### src/ccp_pkg.sv
package ccp_pkg;
  // Clock and times
  localparam int unsigned CLK_HZ        = 25_000_000;
  localparam int unsigned CLK_PER_US    = CLK_HZ / 1_000_000;
  localparam int unsigned CLK_PER_MS    = CLK_HZ / 1_000;
  localparam int unsigned BLINK_HALF_MS = 500;
  localparam int unsigned ALERT_US      = 256;
  localparam int unsigned WAKE_LOW_MS   = 100;
  localparam int unsigned RESET_HOLD_MS = 10_000;
  localparam int unsigned SW_OFF_MS     = 3_000;
  localparam int unsigned BLINK_CYC     = BLINK_HALF_MS * CLK_PER_MS;
  localparam int unsigned ALERT_CYC     = ALERT_US * CLK_PER_US;
  localparam int unsigned WAKE_CYC      = WAKE_LOW_MS * CLK_PER_MS;
  localparam int unsigned RESET_CYC     = RESET_HOLD_MS * CLK_PER_MS;
  localparam int unsigned SW_OFF_CYC    = SW_OFF_MS * CLK_PER_MS;
  // Register offsets
  localparam logic [7:0] ADR_LIMIT  = 8'h00;
  localparam logic [7:0] ADR_CTRL   = 8'h04;
  localparam logic [7:0] ADR_THERM  = 8'h08;
  localparam logic [7:0] ADR_STATUS = 8'h0C;
  // Field positions
  localparam int LIM_EN_BIT   = 6;
  localparam int CTRL_DIS_BIT = 0;
  localparam int CTRL_CHG_BIT = 4;
  localparam int CTRL_BST_BIT = 5;
  localparam int CTRL_SHIP_BIT = 7;
  // Reset values
  localparam logic [6:0] LIMIT_RST = 7'h7F;
  localparam logic [7:0] CTRL_RST  = 8'h30;
  localparam logic [7:0] THERM_RST = 8'h78;
  // Pin and comparator inputs
  typedef struct packed {
    logic batt_low;
    logic batt_at_cv;
    logic term_low;
    logic recharge;
    logic limit_hit;
    logic overload;
    logic ntc_ok;
    logic fault;
    logic detect_busy;
    logic high_voltage_charger_port;
    logic supply;
    logic boost_pin;
    logic charge_n;
    logic wake_n;
  } ccp_sense_type;
  localparam int SENSE_W = $bits(ccp_sense_type);
  typedef enum logic [2:0] {PH_IDLE, PH_PRE, PH_FAST, PH_CV, PH_DONE} ccp_phase_type;
  typedef enum logic [1:0] {SW_ON, SW_SHIP, SW_RST_OFF} ccp_switch_type;
endpackage

### src/ccp_charger_ctrl.sv
`timescale 1ns/1ps
// Function
// - Indicator low while charging, else released
// - Any fault blinks indicator at 1 Hz
// - Indicator disable bit releases indicator output
// - Status change or fault: 256 us alert
// - Boost needs control bit and pin high
// - Charging needs control bit and pin low
// - Applied limit is lower of two
// - Limit enable clear uses register only
// - Long wake low exits shipping mode
// - No supply, 10 s low: 3 s off
// - Mux select low during detection
// - After detection low only for charger port
// - Precharge, constant current, constant voltage phases
// - Low current in constant voltage terminates
// - Below recharge threshold restarts charging
// - Limit hit: cut charge, then supplement if also overloaded
// - Hot die reduces charge current
// - Thermistor out of range suspends power
module ccp_charger_ctrl
  import ccp_pkg::*;
#(
  parameter int unsigned BLINK_CYCLES = BLINK_CYC,
  parameter int unsigned ALERT_CYCLES = ALERT_CYC,
  parameter int unsigned WAKE_CYCLES  = WAKE_CYC,
  parameter int unsigned RESET_CYCLES = RESET_CYC,
  parameter int unsigned OFF_CYCLES   = SW_OFF_CYC
) (
  // Clock and reset
  input  wire logic          clk_i,
  input  wire logic          rst_i,
  // Wishbone slave
  input  wire logic          cyc_i,
  input  wire logic          stb_i,
  input  wire logic          we_i,
  input  wire logic [7:0]    adr_i,
  input  wire logic [3:0]    sel_i,
  input  wire logic [31:0]   dat_i,
  output logic      [31:0]   dat_o,
  output logic               ack_o,
  // Pins and sensed levels
  input  wire ccp_sense_type sense_i,
  input  wire logic [7:0]    die_temp_i,
  input  wire logic [5:0]    res_limit_i,
  // Open-drain pins
  output logic               stat_o,
  output logic               stat_oe_o,
  output logic               alert_o,
  output logic               alert_oe_o,
  output logic               mux_sel_o,
  output logic               mux_sel_oe_o,
  // Power stage controls
  output logic               charge_en_o,
  output logic               boost_en_o,
  output logic               switch_on_o,
  output logic               charge_cut_o,
  output logic               supplement_o,
  output logic               thermal_reduce_o,
  output logic [5:0]         applied_limit_o
);

  localparam int RAW_W = SENSE_W + 14;

  ////////////////////////////////////////////////////////////////////////////
  // Input synchronisers
  logic [RAW_W-1:0] raw_in;
  logic [RAW_W-1:0] meta_reg;
  logic [RAW_W-1:0] sync_reg;
  ccp_sense_type    s;
  logic [7:0]       temp_s;
  logic [5:0]       res_s;

  assign raw_in = {die_temp_i, res_limit_i, sense_i};

  genvar gi;
  generate
    for (gi = 0; gi < RAW_W; gi++) begin : g_sync
      // No reset: active-low pins keep their idle level
      // Avoids false wake and charge edges after reset
      always_ff @(posedge clk_i) begin
        meta_reg[gi] <= raw_in[gi];
        sync_reg[gi] <= meta_reg[gi];
      end
    end
  endgenerate

  assign s      = ccp_sense_type'(sync_reg[SENSE_W-1:0]);
  assign res_s  = sync_reg[SENSE_W+5:SENSE_W];
  assign temp_s = sync_reg[RAW_W-1:SENSE_W+6];

  ////////////////////////////////////////////////////////////////////////////
  // Register bus
  logic [6:0]     limit_reg;
  logic [7:0]     ctrl_reg;
  logic [7:0]     therm_reg;
  logic [31:0]    dat_reg;
  logic           ack_reg;
  logic           ship_req;
  logic           wr_go;
  logic           rd_go;
  logic [31:0]    status_word;
  ccp_phase_type  phase_reg;
  ccp_switch_type sw_reg;
  logic           high_voltage_charger_port_reg;
  logic           charging;

  assign wr_go    = cyc_i && stb_i && we_i && !ack_reg && sel_i[0];
  assign rd_go    = cyc_i && stb_i && !we_i && !ack_reg;
  assign ship_req = wr_go && (adr_i == ADR_CTRL) && dat_i[CTRL_SHIP_BIT];
  assign status_word = {17'h0_0000, s.fault, applied_limit_o, high_voltage_charger_port_reg, (sw_reg == SW_SHIP),
                        switch_on_o, boost_en_o, charging, phase_reg};

  always_ff @(posedge clk_i) begin
    if (rst_i) begin
      ack_reg <= 1'b0;
    end else begin
      ack_reg <= cyc_i && stb_i && !ack_reg;
    end
  end

  always_ff @(posedge clk_i) begin
    if (rst_i) begin
      limit_reg <= LIMIT_RST;
      ctrl_reg  <= CTRL_RST;
      therm_reg <= THERM_RST;
    end else if (wr_go) begin
      if (adr_i == ADR_LIMIT) begin
        limit_reg <= dat_i[6:0];
      end else if (adr_i == ADR_CTRL) begin
        ctrl_reg <= {1'b0, dat_i[6:0]};
      end else if (adr_i == ADR_THERM) begin
        therm_reg <= dat_i[7:0];
      end
    end
  end

  always_ff @(posedge clk_i) begin
    if (rst_i) begin
      dat_reg <= 32'h0000_0000;
    end else if (rd_go) begin
      if (adr_i == ADR_LIMIT) begin
        dat_reg <= {25'h000_0000, limit_reg};
      end else if (adr_i == ADR_CTRL) begin
        dat_reg <= {24'h00_0000, ctrl_reg};
      end else if (adr_i == ADR_THERM) begin
        dat_reg <= {24'h00_0000, therm_reg};
      end else if (adr_i == ADR_STATUS) begin
        dat_reg <= status_word;
      end else begin
        dat_reg <= 32'h0000_0000;
      end
    end
  end

  assign ack_o = ack_reg;
  assign dat_o = dat_reg;

  ////////////////////////////////////////////////////////////////////////////
  // Charge phase sequencer
  logic chg_ok;

  assign chg_ok   = ctrl_reg[CTRL_CHG_BIT] && !s.charge_n;
  assign charging = (phase_reg == PH_PRE) || (phase_reg == PH_FAST) || (phase_reg == PH_CV);

  always_ff @(posedge clk_i) begin
    if (rst_i) begin
      phase_reg <= PH_IDLE;
    end else if (!chg_ok) begin
      phase_reg <= PH_IDLE;
    end else begin
      case (phase_reg)
        PH_IDLE: phase_reg <= s.batt_low ? PH_PRE : PH_FAST;
        PH_PRE: begin
          if (!s.batt_low) begin
            phase_reg <= PH_FAST;
          end
        end
        PH_FAST: begin
          if (s.batt_low) begin
            phase_reg <= PH_PRE;
          end else if (s.batt_at_cv) begin
            phase_reg <= PH_CV;
          end
        end
        PH_CV: begin
          if (s.term_low) begin
            phase_reg <= PH_DONE;
          end
        end
        PH_DONE: begin
          if (s.recharge) begin
            phase_reg <= s.batt_low ? PH_PRE : PH_FAST;
          end
        end
        default: phase_reg <= PH_IDLE;
      endcase
    end
  end

  ////////////////////////////////////////////////////////////////////////////
  // Power stage gating
  logic chg_en_reg;
  logic bst_en_reg;
  logic cut_reg;
  logic supp_reg;
  logic hot_reg;
  logic [5:0] lim_reg;

  always_ff @(posedge clk_i) begin
    if (rst_i) begin
      chg_en_reg <= 1'b0;
      bst_en_reg <= 1'b0;
    end else begin
      chg_en_reg <= chg_ok && charging && s.ntc_ok;
      bst_en_reg <= ctrl_reg[CTRL_BST_BIT] && s.boost_pin && s.ntc_ok;
    end
  end

  always_ff @(posedge clk_i) begin
    if (rst_i) begin
      cut_reg  <= 1'b0;
      supp_reg <= 1'b0;
    end else begin
      cut_reg  <= s.limit_hit;
      supp_reg <= s.limit_hit && s.overload && cut_reg;
    end
  end

  always_ff @(posedge clk_i) begin
    if (rst_i) begin
      hot_reg <= 1'b0;
    end else begin
      hot_reg <= temp_s > therm_reg;
    end
  end

  always_ff @(posedge clk_i) begin
    if (rst_i) begin
      lim_reg <= LIMIT_RST[5:0];
    end else begin
      lim_reg <= (limit_reg[LIM_EN_BIT] && (res_s < limit_reg[5:0])) ? res_s : limit_reg[5:0];
    end
  end

  assign charge_en_o      = chg_en_reg;
  assign boost_en_o       = bst_en_reg;
  assign charge_cut_o     = cut_reg;
  assign supplement_o     = supp_reg;
  assign thermal_reduce_o = hot_reg;
  assign applied_limit_o  = lim_reg;

  ////////////////////////////////////////////////////////////////////////////
  // Indicator and alert
  logic [31:0] blink_cnt;
  logic        blink_reg;
  logic        stat_oe_reg;
  logic [31:0] alert_cnt;
  logic        alert_oe_reg;
  logic [1:0]  code;
  logic [1:0]  code_prev_reg;
  logic        fault_prev_reg;
  logic        event_hit;

  assign code = (phase_reg == PH_DONE) ? 2'h3 : (phase_reg == PH_PRE) ? 2'h1 : charging ? 2'h2 : 2'h0;
  assign event_hit = (code != code_prev_reg) || (s.fault && !fault_prev_reg);

  always_ff @(posedge clk_i) begin
    if (rst_i || !s.fault) begin
      blink_cnt <= 32'h0000_0000;
      blink_reg <= 1'b1;
    end else if (blink_cnt == BLINK_CYCLES - 1) begin
      blink_cnt <= 32'h0000_0000;
      blink_reg <= !blink_reg;
    end else begin
      blink_cnt <= blink_cnt + 32'h0000_0001;
    end
  end

  always_ff @(posedge clk_i) begin
    if (rst_i) begin
      stat_oe_reg <= 1'b0;
    end else begin
      stat_oe_reg <= !ctrl_reg[CTRL_DIS_BIT] && (s.fault ? blink_reg : charging);
    end
  end

  always_ff @(posedge clk_i) begin
    if (rst_i) begin
      code_prev_reg  <= 2'h0;
      fault_prev_reg <= 1'b0;
    end else begin
      code_prev_reg  <= code;
      fault_prev_reg <= s.fault;
    end
  end

  always_ff @(posedge clk_i) begin
    if (rst_i) begin
      alert_cnt    <= 32'h0000_0000;
      alert_oe_reg <= 1'b0;
    end else if (alert_cnt != 0) begin
      alert_cnt <= alert_cnt - 32'h0000_0001;
      if (alert_cnt == 1) begin
        alert_oe_reg <= 1'b0;
      end
    end else if (event_hit) begin
      alert_cnt    <= ALERT_CYCLES;
      alert_oe_reg <= 1'b1;
    end
  end

  assign stat_o     = 1'b0;
  assign stat_oe_o  = stat_oe_reg;
  assign alert_o    = 1'b0;
  assign alert_oe_o = alert_oe_reg;

  ////////////////////////////////////////////////////////////////////////////
  // Mux select during detection
  logic busy_prev_reg;
  logic high_voltage_charger_port_next;
  logic mux_oe_reg;

  always_comb begin
    high_voltage_charger_port_next = high_voltage_charger_port_reg;
    if (!s.supply || s.detect_busy) begin
      high_voltage_charger_port_next = 1'b0;
    end else if (busy_prev_reg) begin
      high_voltage_charger_port_next = s.high_voltage_charger_port;
    end
  end

  always_ff @(posedge clk_i) begin
    if (rst_i) begin
      busy_prev_reg <= 1'b0;
      high_voltage_charger_port_reg     <= 1'b0;
      mux_oe_reg    <= 1'b0;
    end else begin
      busy_prev_reg <= s.detect_busy;
      high_voltage_charger_port_reg     <= high_voltage_charger_port_next;
      mux_oe_reg    <= s.detect_busy || high_voltage_charger_port_next;
    end
  end

  assign mux_sel_o    = 1'b0;
  assign mux_sel_oe_o = mux_oe_reg;

  ////////////////////////////////////////////////////////////////////////////
  // Battery switch, shipping mode and system reset
  logic [31:0] low_cnt;
  logic [31:0] off_cnt;
  logic        wake_prev_reg;
  logic        sw_on_reg;

  always_ff @(posedge clk_i) begin
    if (rst_i) begin
      sw_reg        <= SW_ON;
      low_cnt       <= 32'h0000_0000;
      off_cnt       <= 32'h0000_0000;
      wake_prev_reg <= 1'b1;
    end else begin
      wake_prev_reg <= s.wake_n;
      case (sw_reg)
        SW_ON: begin
          if (ship_req) begin
            sw_reg  <= SW_SHIP;
            low_cnt <= 32'h0000_0000;
          end else if (!s.supply && !s.wake_n) begin
            low_cnt <= low_cnt + 32'h0000_0001;
            if (low_cnt == RESET_CYCLES - 1) begin
              sw_reg  <= SW_RST_OFF;
              off_cnt <= 32'h0000_0000;
            end
          end else begin
            low_cnt <= 32'h0000_0000;
          end
        end
        SW_SHIP: begin
          if (s.wake_n) begin
            low_cnt <= 32'h0000_0000;
          end else if (wake_prev_reg) begin
            low_cnt <= 32'h0000_0001;
          end else if (low_cnt == WAKE_CYCLES) begin
            sw_reg  <= SW_ON;
            low_cnt <= 32'h0000_0000;
          end else if (low_cnt != 0) begin
            low_cnt <= low_cnt + 32'h0000_0001;
          end
        end
        SW_RST_OFF: begin
          off_cnt <= off_cnt + 32'h0000_0001;
          low_cnt <= 32'h0000_0000;
          if (off_cnt == OFF_CYCLES - 1) begin
            sw_reg <= SW_ON;
          end
        end
        default: sw_reg <= SW_ON;
      endcase
    end
  end

  always_ff @(posedge clk_i) begin
    if (rst_i) begin
      sw_on_reg <= 1'b1;
    end else begin
      sw_on_reg <= (sw_reg == SW_ON);
    end
  end

  assign switch_on_o = sw_on_reg;

  ////////////////////////////////////////////////////////////////////////////
  // Assertions
  a_stat_charging: assert property (@(posedge clk_i) disable iff (rst_i)
    (!ctrl_reg[CTRL_DIS_BIT] && !s.fault && charging) |=> stat_oe_o)
    else $error("indicator not driven while charging");
  a_stat_blink: assert property (@(posedge clk_i) disable iff (rst_i)
    (s.fault && blink_cnt != BLINK_CYCLES - 1) |=> $stable(blink_reg))
    else $error("blink toggled early");
  a_stat_disable: assert property (@(posedge clk_i) disable iff (rst_i)
    ctrl_reg[CTRL_DIS_BIT] |=> !stat_oe_o)
    else $error("indicator driven while disabled");
  a_alert_width: assert property (@(posedge clk_i) disable iff (rst_i)
    $rose(alert_oe_o) |-> alert_oe_o [*8])
    else $error("alert pulse too short");
  a_alert_norestart: assert property (@(posedge clk_i) disable iff (rst_i)
    (alert_cnt > 1) |=> (alert_cnt == $past(alert_cnt) - 1) && alert_oe_o)
    else $error("alert pulse retriggered");
  a_boost_gate: assert property (@(posedge clk_i) disable iff (rst_i)
    boost_en_o |-> $past(ctrl_reg[CTRL_BST_BIT]) && $past(s.boost_pin))
    else $error("boost enabled without both enables");
  a_charge_gate: assert property (@(posedge clk_i) disable iff (rst_i)
    charge_en_o |-> $past(ctrl_reg[CTRL_CHG_BIT]) && !$past(s.charge_n))
    else $error("charging without both enables");
  a_limit_pick: assert property (@(posedge clk_i) disable iff (rst_i)
    ##1 applied_limit_o <= $past(limit_reg[5:0]))
    else $error("applied limit above register field");
  a_limit_ignore: assert property (@(posedge clk_i) disable iff (rst_i)
    !limit_reg[LIM_EN_BIT] |=> applied_limit_o == $past(limit_reg[5:0]))
    else $error("resistor limit used while disabled");
  a_ship_exit: assert property (@(posedge clk_i) disable iff (rst_i)
    (sw_reg == SW_SHIP && !s.wake_n && !wake_prev_reg && low_cnt == WAKE_CYCLES) |=> ##1 switch_on_o)
    else $error("no exit from shipping mode");
  a_reset_off: assert property (@(posedge clk_i) disable iff (rst_i)
    (sw_reg == SW_RST_OFF) |=> !switch_on_o)
    else $error("switch on during reset off time");
  a_mux_detect: assert property (@(posedge clk_i) disable iff (rst_i)
    s.detect_busy |=> mux_sel_oe_o)
    else $error("mux select released during detection");
  a_mux_result: assert property (@(posedge clk_i) disable iff (rst_i)
    (!s.detect_busy && !high_voltage_charger_port_next) |=> !mux_sel_oe_o)
    else $error("mux select held without charger port");
  a_phase_pre: assert property (@(posedge clk_i) disable iff (rst_i)
    (chg_ok && phase_reg == PH_IDLE && s.batt_low) |=> phase_reg == PH_PRE)
    else $error("precharge not chosen for low battery");
  a_cv_term: assert property (@(posedge clk_i) disable iff (rst_i)
    (chg_ok && phase_reg == PH_CV && s.term_low) |=> phase_reg == PH_DONE ##1 (!stat_oe_o || $past(s.fault)))
    else $error("no termination in constant voltage");
  a_recharge: assert property (@(posedge clk_i) disable iff (rst_i)
    (chg_ok && phase_reg == PH_DONE && s.recharge) |=> charging)
    else $error("no recharge below threshold");
  a_supply_order: assert property (@(posedge clk_i) disable iff (rst_i)
    supplement_o |-> $past(charge_cut_o) && charge_cut_o)
    else $error("supplement before charge cut");
  a_thermal: assert property (@(posedge clk_i) disable iff (rst_i)
    ##1 thermal_reduce_o == ($past(temp_s) > $past(therm_reg)))
    else $error("thermal reduction mismatch");
  a_ntc_suspend: assert property (@(posedge clk_i) disable iff (rst_i)
    !s.ntc_ok |=> !charge_en_o && !boost_en_o)
    else $error("power stage on with thermistor out of range");

endmodule // ccp_charger_ctrl

### config.mk
export PLATFORM = sky130hd
export DESIGN_NAME = ccp_charger_ctrl
export DESIGN_NICKNAME = d
export VERILOG_FILES = /design/src/ccp_pkg.sv /design/src/ccp_charger_ctrl.sv
export SDC_FILE = /design/constraint.sdc
export NUM_CORES = 1
export LEC_CHECK = 0
export ABC_AREA = 1
export BUFFER_PORTS_ARGS = -buffer_cell sky130_fd_sc_hd__buf_2
export CORE_MARGIN = 4
export CORE_UTILIZATION = 39
export CTS_BUF_LIST = sky130_fd_sc_hd__clkbuf_4
export DETAILED_ROUTE_END_ITERATION = 6
export SLEW_MARGIN = 15
export SYNTH_ARGS = -nofsm -noshare
export SYNTH_HDL_FRONTEND = slang
export SYNTH_SLANG_ARGS = --single-unit
### constraint.sdc
create_clock -name clk_i -period 2.5 [get_ports clk_i]
set_input_delay 0.125 -clock clk_i [delete_from_list [all_inputs] [get_ports clk_i]]
set_output_delay 0.125 -clock clk_i [all_outputs]
set_load 0.01 [all_outputs]
==> results of run 1 <==
==> synthesized netlist by cell type (all sizes together), types with 2 or more instances <==
| cell type | n |
|---|---|
| xor2 | 33 |
| nor4 | 7 |
| nand3 | 177 |
| o31ai | 2 |
| xnor2 | 16 |
| nor2 | 322 |
| clkinv | 3 |
| buf | 42 |
| or2 | 7 |
| nor3 | 79 |
| nor3b | 5 |
| a21oi | 93 |
| ha | 23 |
| nand4 | 46 |
| o211ai | 12 |
| o21a | 4 |
| inv | 216 |
| nand2 | 464 |
| clkbuf | 28 |
| dfxtp | 249 |
| a211oi | 2 |
| o21ai | 43 |
==> logic make-up after synthesis <==
family,after synthesis
buffers and inverters,289
flip-flops,249
adder cells (fa/ha/maj),23
AO/OA/AOI/OAI,159
XOR/XNOR,49
other,1
AND/OR/NAND/NOR,1109
==> worst paths after layout <==
| path | end | slack (ns) | depth (start not counted) |
|---|---|---|---|
| max | therm_reg[6]$_SDFFE_PP1P_ | 0.19 | 10 |
| min reg2reg | s[8]$_DFF_P_ | 0.32 | 0 |
| min | meta_reg[4]$_DFF_P_ | 0.06 | 2 |
| max reg2reg | low_cnt[12]$_SDFFE_PP0P_ | 0.28 | 7 |
==> timing repair <==
action / in CTS / in global routing
hold buffers: 66 / 0
endpoints found under the hold margin: 101 / 0
gates resized for setup: 0 / 0
==> routing by layer <==
| layer | wire, um | vias to the layer above |
|---|---|---|
| met5 | 0 | - |
| met4 | 1100 | 0 |
| met3 | 1670 | 76 |
| met2 | 16800 | 298 |
| met1 | 16200 | 5636 |
| li1 | - | 6406 |
==> worst max-delay path, stage by stage <==
cell           delay, ns
dlygate4sd3_1       0.53
buf_2               0.12
nor2_1              0.29
nand2_1             0.22
nor4_2              0.18
dlygate4sd3_1       0.58
buf_4               0.17
nand3_1             0.07
dlygate4sd3_1       0.57
nand3_1             0.08
==> report_power, final <==
| part | switching [W] | internal (W) | total [W] |
|---|---|---|---|
| combinational | 0.00138 | 0.000840 | 0.00222 |
| sequential | 0.000237 | 0.00424 | 0.00448 |
| clock | 0.00180 | 0.00185 | 0.00365 |
==> per-stage QoR <==
stage                     hold WS (ns)  util [%]  area [um2]  setup slack, ns
final                           0.0642      46.9       14900            0.191
after detailed placement         0.229      42.1       13400            0.315
after floorplan                  0.153         -       12700            0.768
after global placement           0.227      42.1       13400            0.319
after CTS                     0.000382      46.9       14900            0.299
after global routing            0.0170      46.9       14900            0.109
==> cell type report <==
cell class	count	share of cell area, %
multi-input combinational	1360	43.4
sequential	249	33.5
timing repair buffer	169	8.40
inverter	219	5.58
clock buffer	93	4.69
tap	402	3.38
clock inverter	30	1.02
antenna	2	0.0336
==> impl_results.md, run 1 <==
* Run status: completed
* Top_reg_cell synth: dfxtp_1
* Max-Cap Viols at 0
* Fillers at 3283
* Area leader, netlist: dfxtp_1
* Largest net degree at the start of global routing at 51
* FF+latch count, synth at roughly 250
* Fin cells at around 2500
* WL/cell at 14.2 um
* Clock skew at 0.0515 ns
* HPWL Detailed at between 20000 and 30000 um
* Num CTS Buffers at 70
* Post-Synth Simple-Gate Area at about two fifths
* Worst setup EP type: flip-flop
* Sequential cell area at 4980 um2
* Die area at roughly 35000 um2
* Core Area at about 32000 um2
* Final period util at between 90 and 100%
* Post-Syn Instances at 1879
* Die Ht at around 190 um
* First-pass GRT wire length at 58600 um
* Grt total ovfl at 0
* Most common cell after layout, fill and taps aside: nand2_1
* Compound-Gate Fraction of Synth Area at 6.78%
* Overall Power at 0.0104 W
* Vias in the first global route at about 12000
* Critical path peak fanout at 12
* Synth cell types at 44
* CTS max path bufs at 3
* Clock Latency Late Sink at 0.72 ns
* Measured slew at the worst slew-check pin at 0.762 ns
* Initial Util at between 30 and 40%
* PD cells at 696 nW/um2
* Row cnt at 65
* DRT antenna net count at 0
* DR DRC count at 0
* Multi-input gate area at 6450 um2
* WP data required at 3.14 ns
* Cell Area, Synth at 12600 um2
* Placed insts at between 2000 and 2500
* Met3 Track Usage GR at between 3 and 4%
* Layout cell share with drive strength beyond 1 at roughly an eighth
* CTS root buf: clkbuf_4
* Post-Synth XOR/XNOR Area at 3.40%
* Pre-Repair DR Iteration Count at 5
* Main combinational cell family by area after synthesis: simple AND/OR/NAND/NOR gates
* CTS tree: yes
* Final Hold Fails at 0
* Fin crit period at ~2.3 ns
* H-tree levels at 3
* IO Pins at 128
* Total GRT Usage at 20.0%
* Post-synth EDFFs at 0
* Clk slew on worst S/H paths at 0.06 ns
* WL final at 35800 um
* Die X at 188 um
* Fin nets at ~2200
* P_leak at approximately 6.2 nW
* RePlAce Congestion at slightly above 0.9
* Busiest layer in global routing: met2
* Slew headroom at slightly below 50%
* RR Startpoint: sw_reg[1]$_SDFFE_PP0P_
* CP startpoint kind: input pin
* Worst vdd ir at 0.469 mV
* Max frequency at 0.433 GHz
* Total setup buffers inserted after CTS at 0
* Post-synthesis sequential area ratio at 39.5%
* Crit. Startpoint: adr_i[7]
* Async SR Flop Fraction at 0%
* Endpoints failing setup at 0
* Most frequent cells in the layout: nand2_1, nor2_1, dfxtp_1
* Slew Limit Fails at 0
* Worst Path Arrival at 2.95 ns
* DR vias at approximately 12000
* Hold Startpoint: sense_i[4]
* Sink Count at roughly 250
* Hold Path Class: in -> reg
* Vias per inst at 4.92
* GR Layer Usage met1 at approximately a quarter
* Layout area overhead at 17.9%
* Multiplexer share of the synthesized area at 0%
* Synthesis Warnings at 0
* Worst setup path category: in -> reg
* Syn Area/Cell at 6.71 um2
* Synth top area cells: dfxtp_1, nand2_1, nor2_1
* RSZ-0062 raised after global routing: no
* Post-synthesis adder-cell area fraction at 2.28%
* Starting DRT DRC Count at roughly 720
* Met2 Resource Use GR at about 34%
* Share of the synthesized area in the top cell type at 39.5%
* Initial antenna violation count at 2
* Fin Setup TNS at 0 ns
* PortBufs at 80
(Power assumes the default switching activity.)
==> inputs of run 2 (changes only) <==
--- a/config.mk
+++ b/config.mk
@@ -5,12 +5,13 @@
 export SDC_FILE = /design/constraint.sdc
 export NUM_CORES = 1
 export LEC_CHECK = 0
-export ABC_AREA = 1
+export ABC_AREA = 0
 export BUFFER_PORTS_ARGS = -buffer_cell sky130_fd_sc_hd__buf_2
 export CORE_MARGIN = 4
 export CORE_UTILIZATION = 39
 export CTS_BUF_LIST = sky130_fd_sc_hd__clkbuf_4
 export DETAILED_ROUTE_END_ITERATION = 6
+export RECOVER_POWER = 50
 export SLEW_MARGIN = 15
 export SYNTH_ARGS = -nofsm -noshare
 export SYNTH_HDL_FRONTEND = slang
==> impl_results.md, run 2 <==
* Async SR Flop Fraction at 0%
* Critical path peak fanout at 64
* Starting DRT DRC Count at 532
* Clock Latency Late Sink at 0.67 ns
* CTS root buf: clkbuf_4
* Die Ht at 173 um
* PortBufs at 80
* Vias per inst at 5.15
* Num CTS Buffers at 67
* IO Pins at ~130
* Endpoints failing setup at 0
* Fin crit period at 2.30 ns
* DRT antenna net count at 0
* Fin Setup TNS at 0 ns
* CTS max path bufs at 3
* Overall Power at ~0.011 W
* DR vias at 8900
* FF+latch count, synth at 249
* Layout area overhead at 20.2%
* WL/cell at 14.1 um
* Post-synthesis sequential area ratio at between 40% and 50%
* Measured slew at the worst slew-check pin at 1.36 ns
* RePlAce Congestion at 0.836
* PD cells at 869 nW/um2
* Die X at roughly 170 um
* Slew Limit Fails at 0
* H-tree levels at 3
* Layout cell share with drive strength beyond 1 at 15.5%
* Initial antenna violation count at 1
* Post-Syn Instances at 1162
* Max frequency at between 0.4 and 0.5 GHz
* Max-Cap Viols at 0
* Grt total ovfl at 0
* Top_reg_cell synth: dfxtp_1
* Initial Util at 40.1%
* Worst setup EP type: flip-flop
* WP data required at just over 3 ns
* First-pass GRT wire length at 41400 um
* Hold Path Class: in -> reg
* Post-synth top cells: dfxtp_1, nor2_1, nand2_1
* Final Hold Fails at 0
* Total GRT Usage at 16.2%
* Most common cell in the netlist: dfxtp_1
* Core Area at 26400 um2
* Most frequent cells in the layout: dfxtp_1, nor2_1, clkbuf_4
* Syn Area/Cell at 9.09 um2
* Clk slew on worst S/H paths at 0.07 ns
* Vias in the first global route at 8595
* Post-synth EDFFs at 0
* RSZ-0062 raised after global routing: no
* Run status: completed
* Worst Path Arrival at 2.88 ns
* Most common cell after layout, fill and taps aside: dfxtp_1
* Worst hold slack at 0.101 ns
* Synth cell types at 59
* Die area at just under 30000 um2
* DR DRC count at 0
* Sink Count at 249
* P_leak at 4.89 nW
* CTS tree: yes
* Worst setup path category: reg -> reg
* Final period util at between 90% and 100%
* Largest net degree at the start of global routing at 65
* Clock skew at 0.0572 ns
* Worst vdd ir at 0.639 mV
* Pre-Repair DR Iteration Count at 5
* Row cnt at 59
* Cell Area, Synth at 10600 um2
* Area leader, netlist: dfxtp_1
* Share of the synthesized area in the top cell type at 47.2%
* Fin nets at 1446
* Synth top area cells: dfxtp_1, nor2_1, xnor2_1
* Synthesis Warnings at 0
* Slew headroom at 9.02%
* CP startpoint kind: flip-flop
* HPWL Detailed at 16600 um
* Total setup buffers inserted after CTS at 0
* WL final at 24400 um
[run 2: cell count changes in the layout (fill, tap and decap cells not counted), moves of 34 or more]
| cell | delta |
|---|---|
| a21oi_1 | -42 |
| nor3_1 | -42 |
| clkbuf_1 | +34 |
| nor2_1 | -135 |
| nand3_1 | -116 |
| nand2_1 | -400 |
| inv_1 | -173 |
[run 2: final timing paths]
| kind | cells past startpoint | endpoint | from | slack, ns |
|---|---|---|---|---|
| max | 7 | off_cnt[28]$_SDFFE_PP0P_ | low_cnt[7]$_SDFFE_PP0P_ | 0.20 |
| min | 2 | meta_reg[16]$_DFF_P_ | res_limit_i[2] | 0.10 |
| max reg2reg | 7 | off_cnt[28]$_SDFFE_PP0P_ | low_cnt[7]$_SDFFE_PP0P_ | 0.20 |
| min reg2reg | 0 | res_s[5]$_DFF_P_ | meta_reg[19]$_DFF_P_ | 0.30 |
[run 2: cell type report]
class | count | area (um2)
Clock buffer | 95 | 713
Fill cell | 2507 | 13700
Sequential cell | 249 | 4980
Timing Repair Buffer | 162 | 1110
Tap cell | 335 | 419
Inverter | 39 | 146
Multi-Input combinational cell | 827 | 5170
Clock inverter | 19 | 161
Antenna cell | 1 | 2.50
[run 2: worst max-delay path, cell delays in order, from the launching register on]
cell      delay [ns]
dfxtp_1         0.31
or3_1           0.37
nor4_1          0.26
and4bb_2        0.32
a22oi_2         0.08
buf_12          0.21
or4_1           0.51
a21oi_1         0.15
[run 2: report_power, final]
| part | switching (W) | internal (W) |
|---|---|---|
| registers | 0.000257 | 0.00427 |
| logic | 0.00161 | 0.00120 |
| clock network | 0.00165 | 0.00206 |
[run 2: cell families (layout without fill, tap and decap cells)]
kind of cell	after synthesis	after routing	share of synthesized area, %
fa+ha+maj	23	23	2.72
simple gates	525	525	26.0
other cells	1	21	0.0355
xor+xnor	79	79	6.55
flops	249	249	47.2
mux	25	25	3.32
compound gates	155	155	9.46
buf+inv	105	315	4.77
[run 2: per-stage QoR]
stage	instances	setup slack (ns)	utilization, %	instance area, um2
floorplan	1181	0.198	-	10600
global placement	1569	0.234	43.4	11400
detailed placement	1569	0.185	43.4	11400
CTS	1726	0.186	48.3	12700
global route	1727	0.0101	48.2	12700
finish	1727	0.196	48.2	12700
[run 2: metal layers]
layer	part of all wire, %	wire, um	vias to the layer above	track usage, %
met2	44	10800	215	25.2
met5	0	0	-	0
met4	2.5	606	0	6.22
li1	-	-	4492	-
met1	48	11800	4142	22.0
met3	4.9	1190	51	3.56
[run 2: repair_timing]
| item | 4_1_cts | 5_1_grt |
|---|---|---|
| resized for setup | 0 | 2 |
| hold buffers | 43 | 0 |
| hold endpoints to repair | 93 | 0 |
| endpoints found under the setup margin | 0 | 2 |
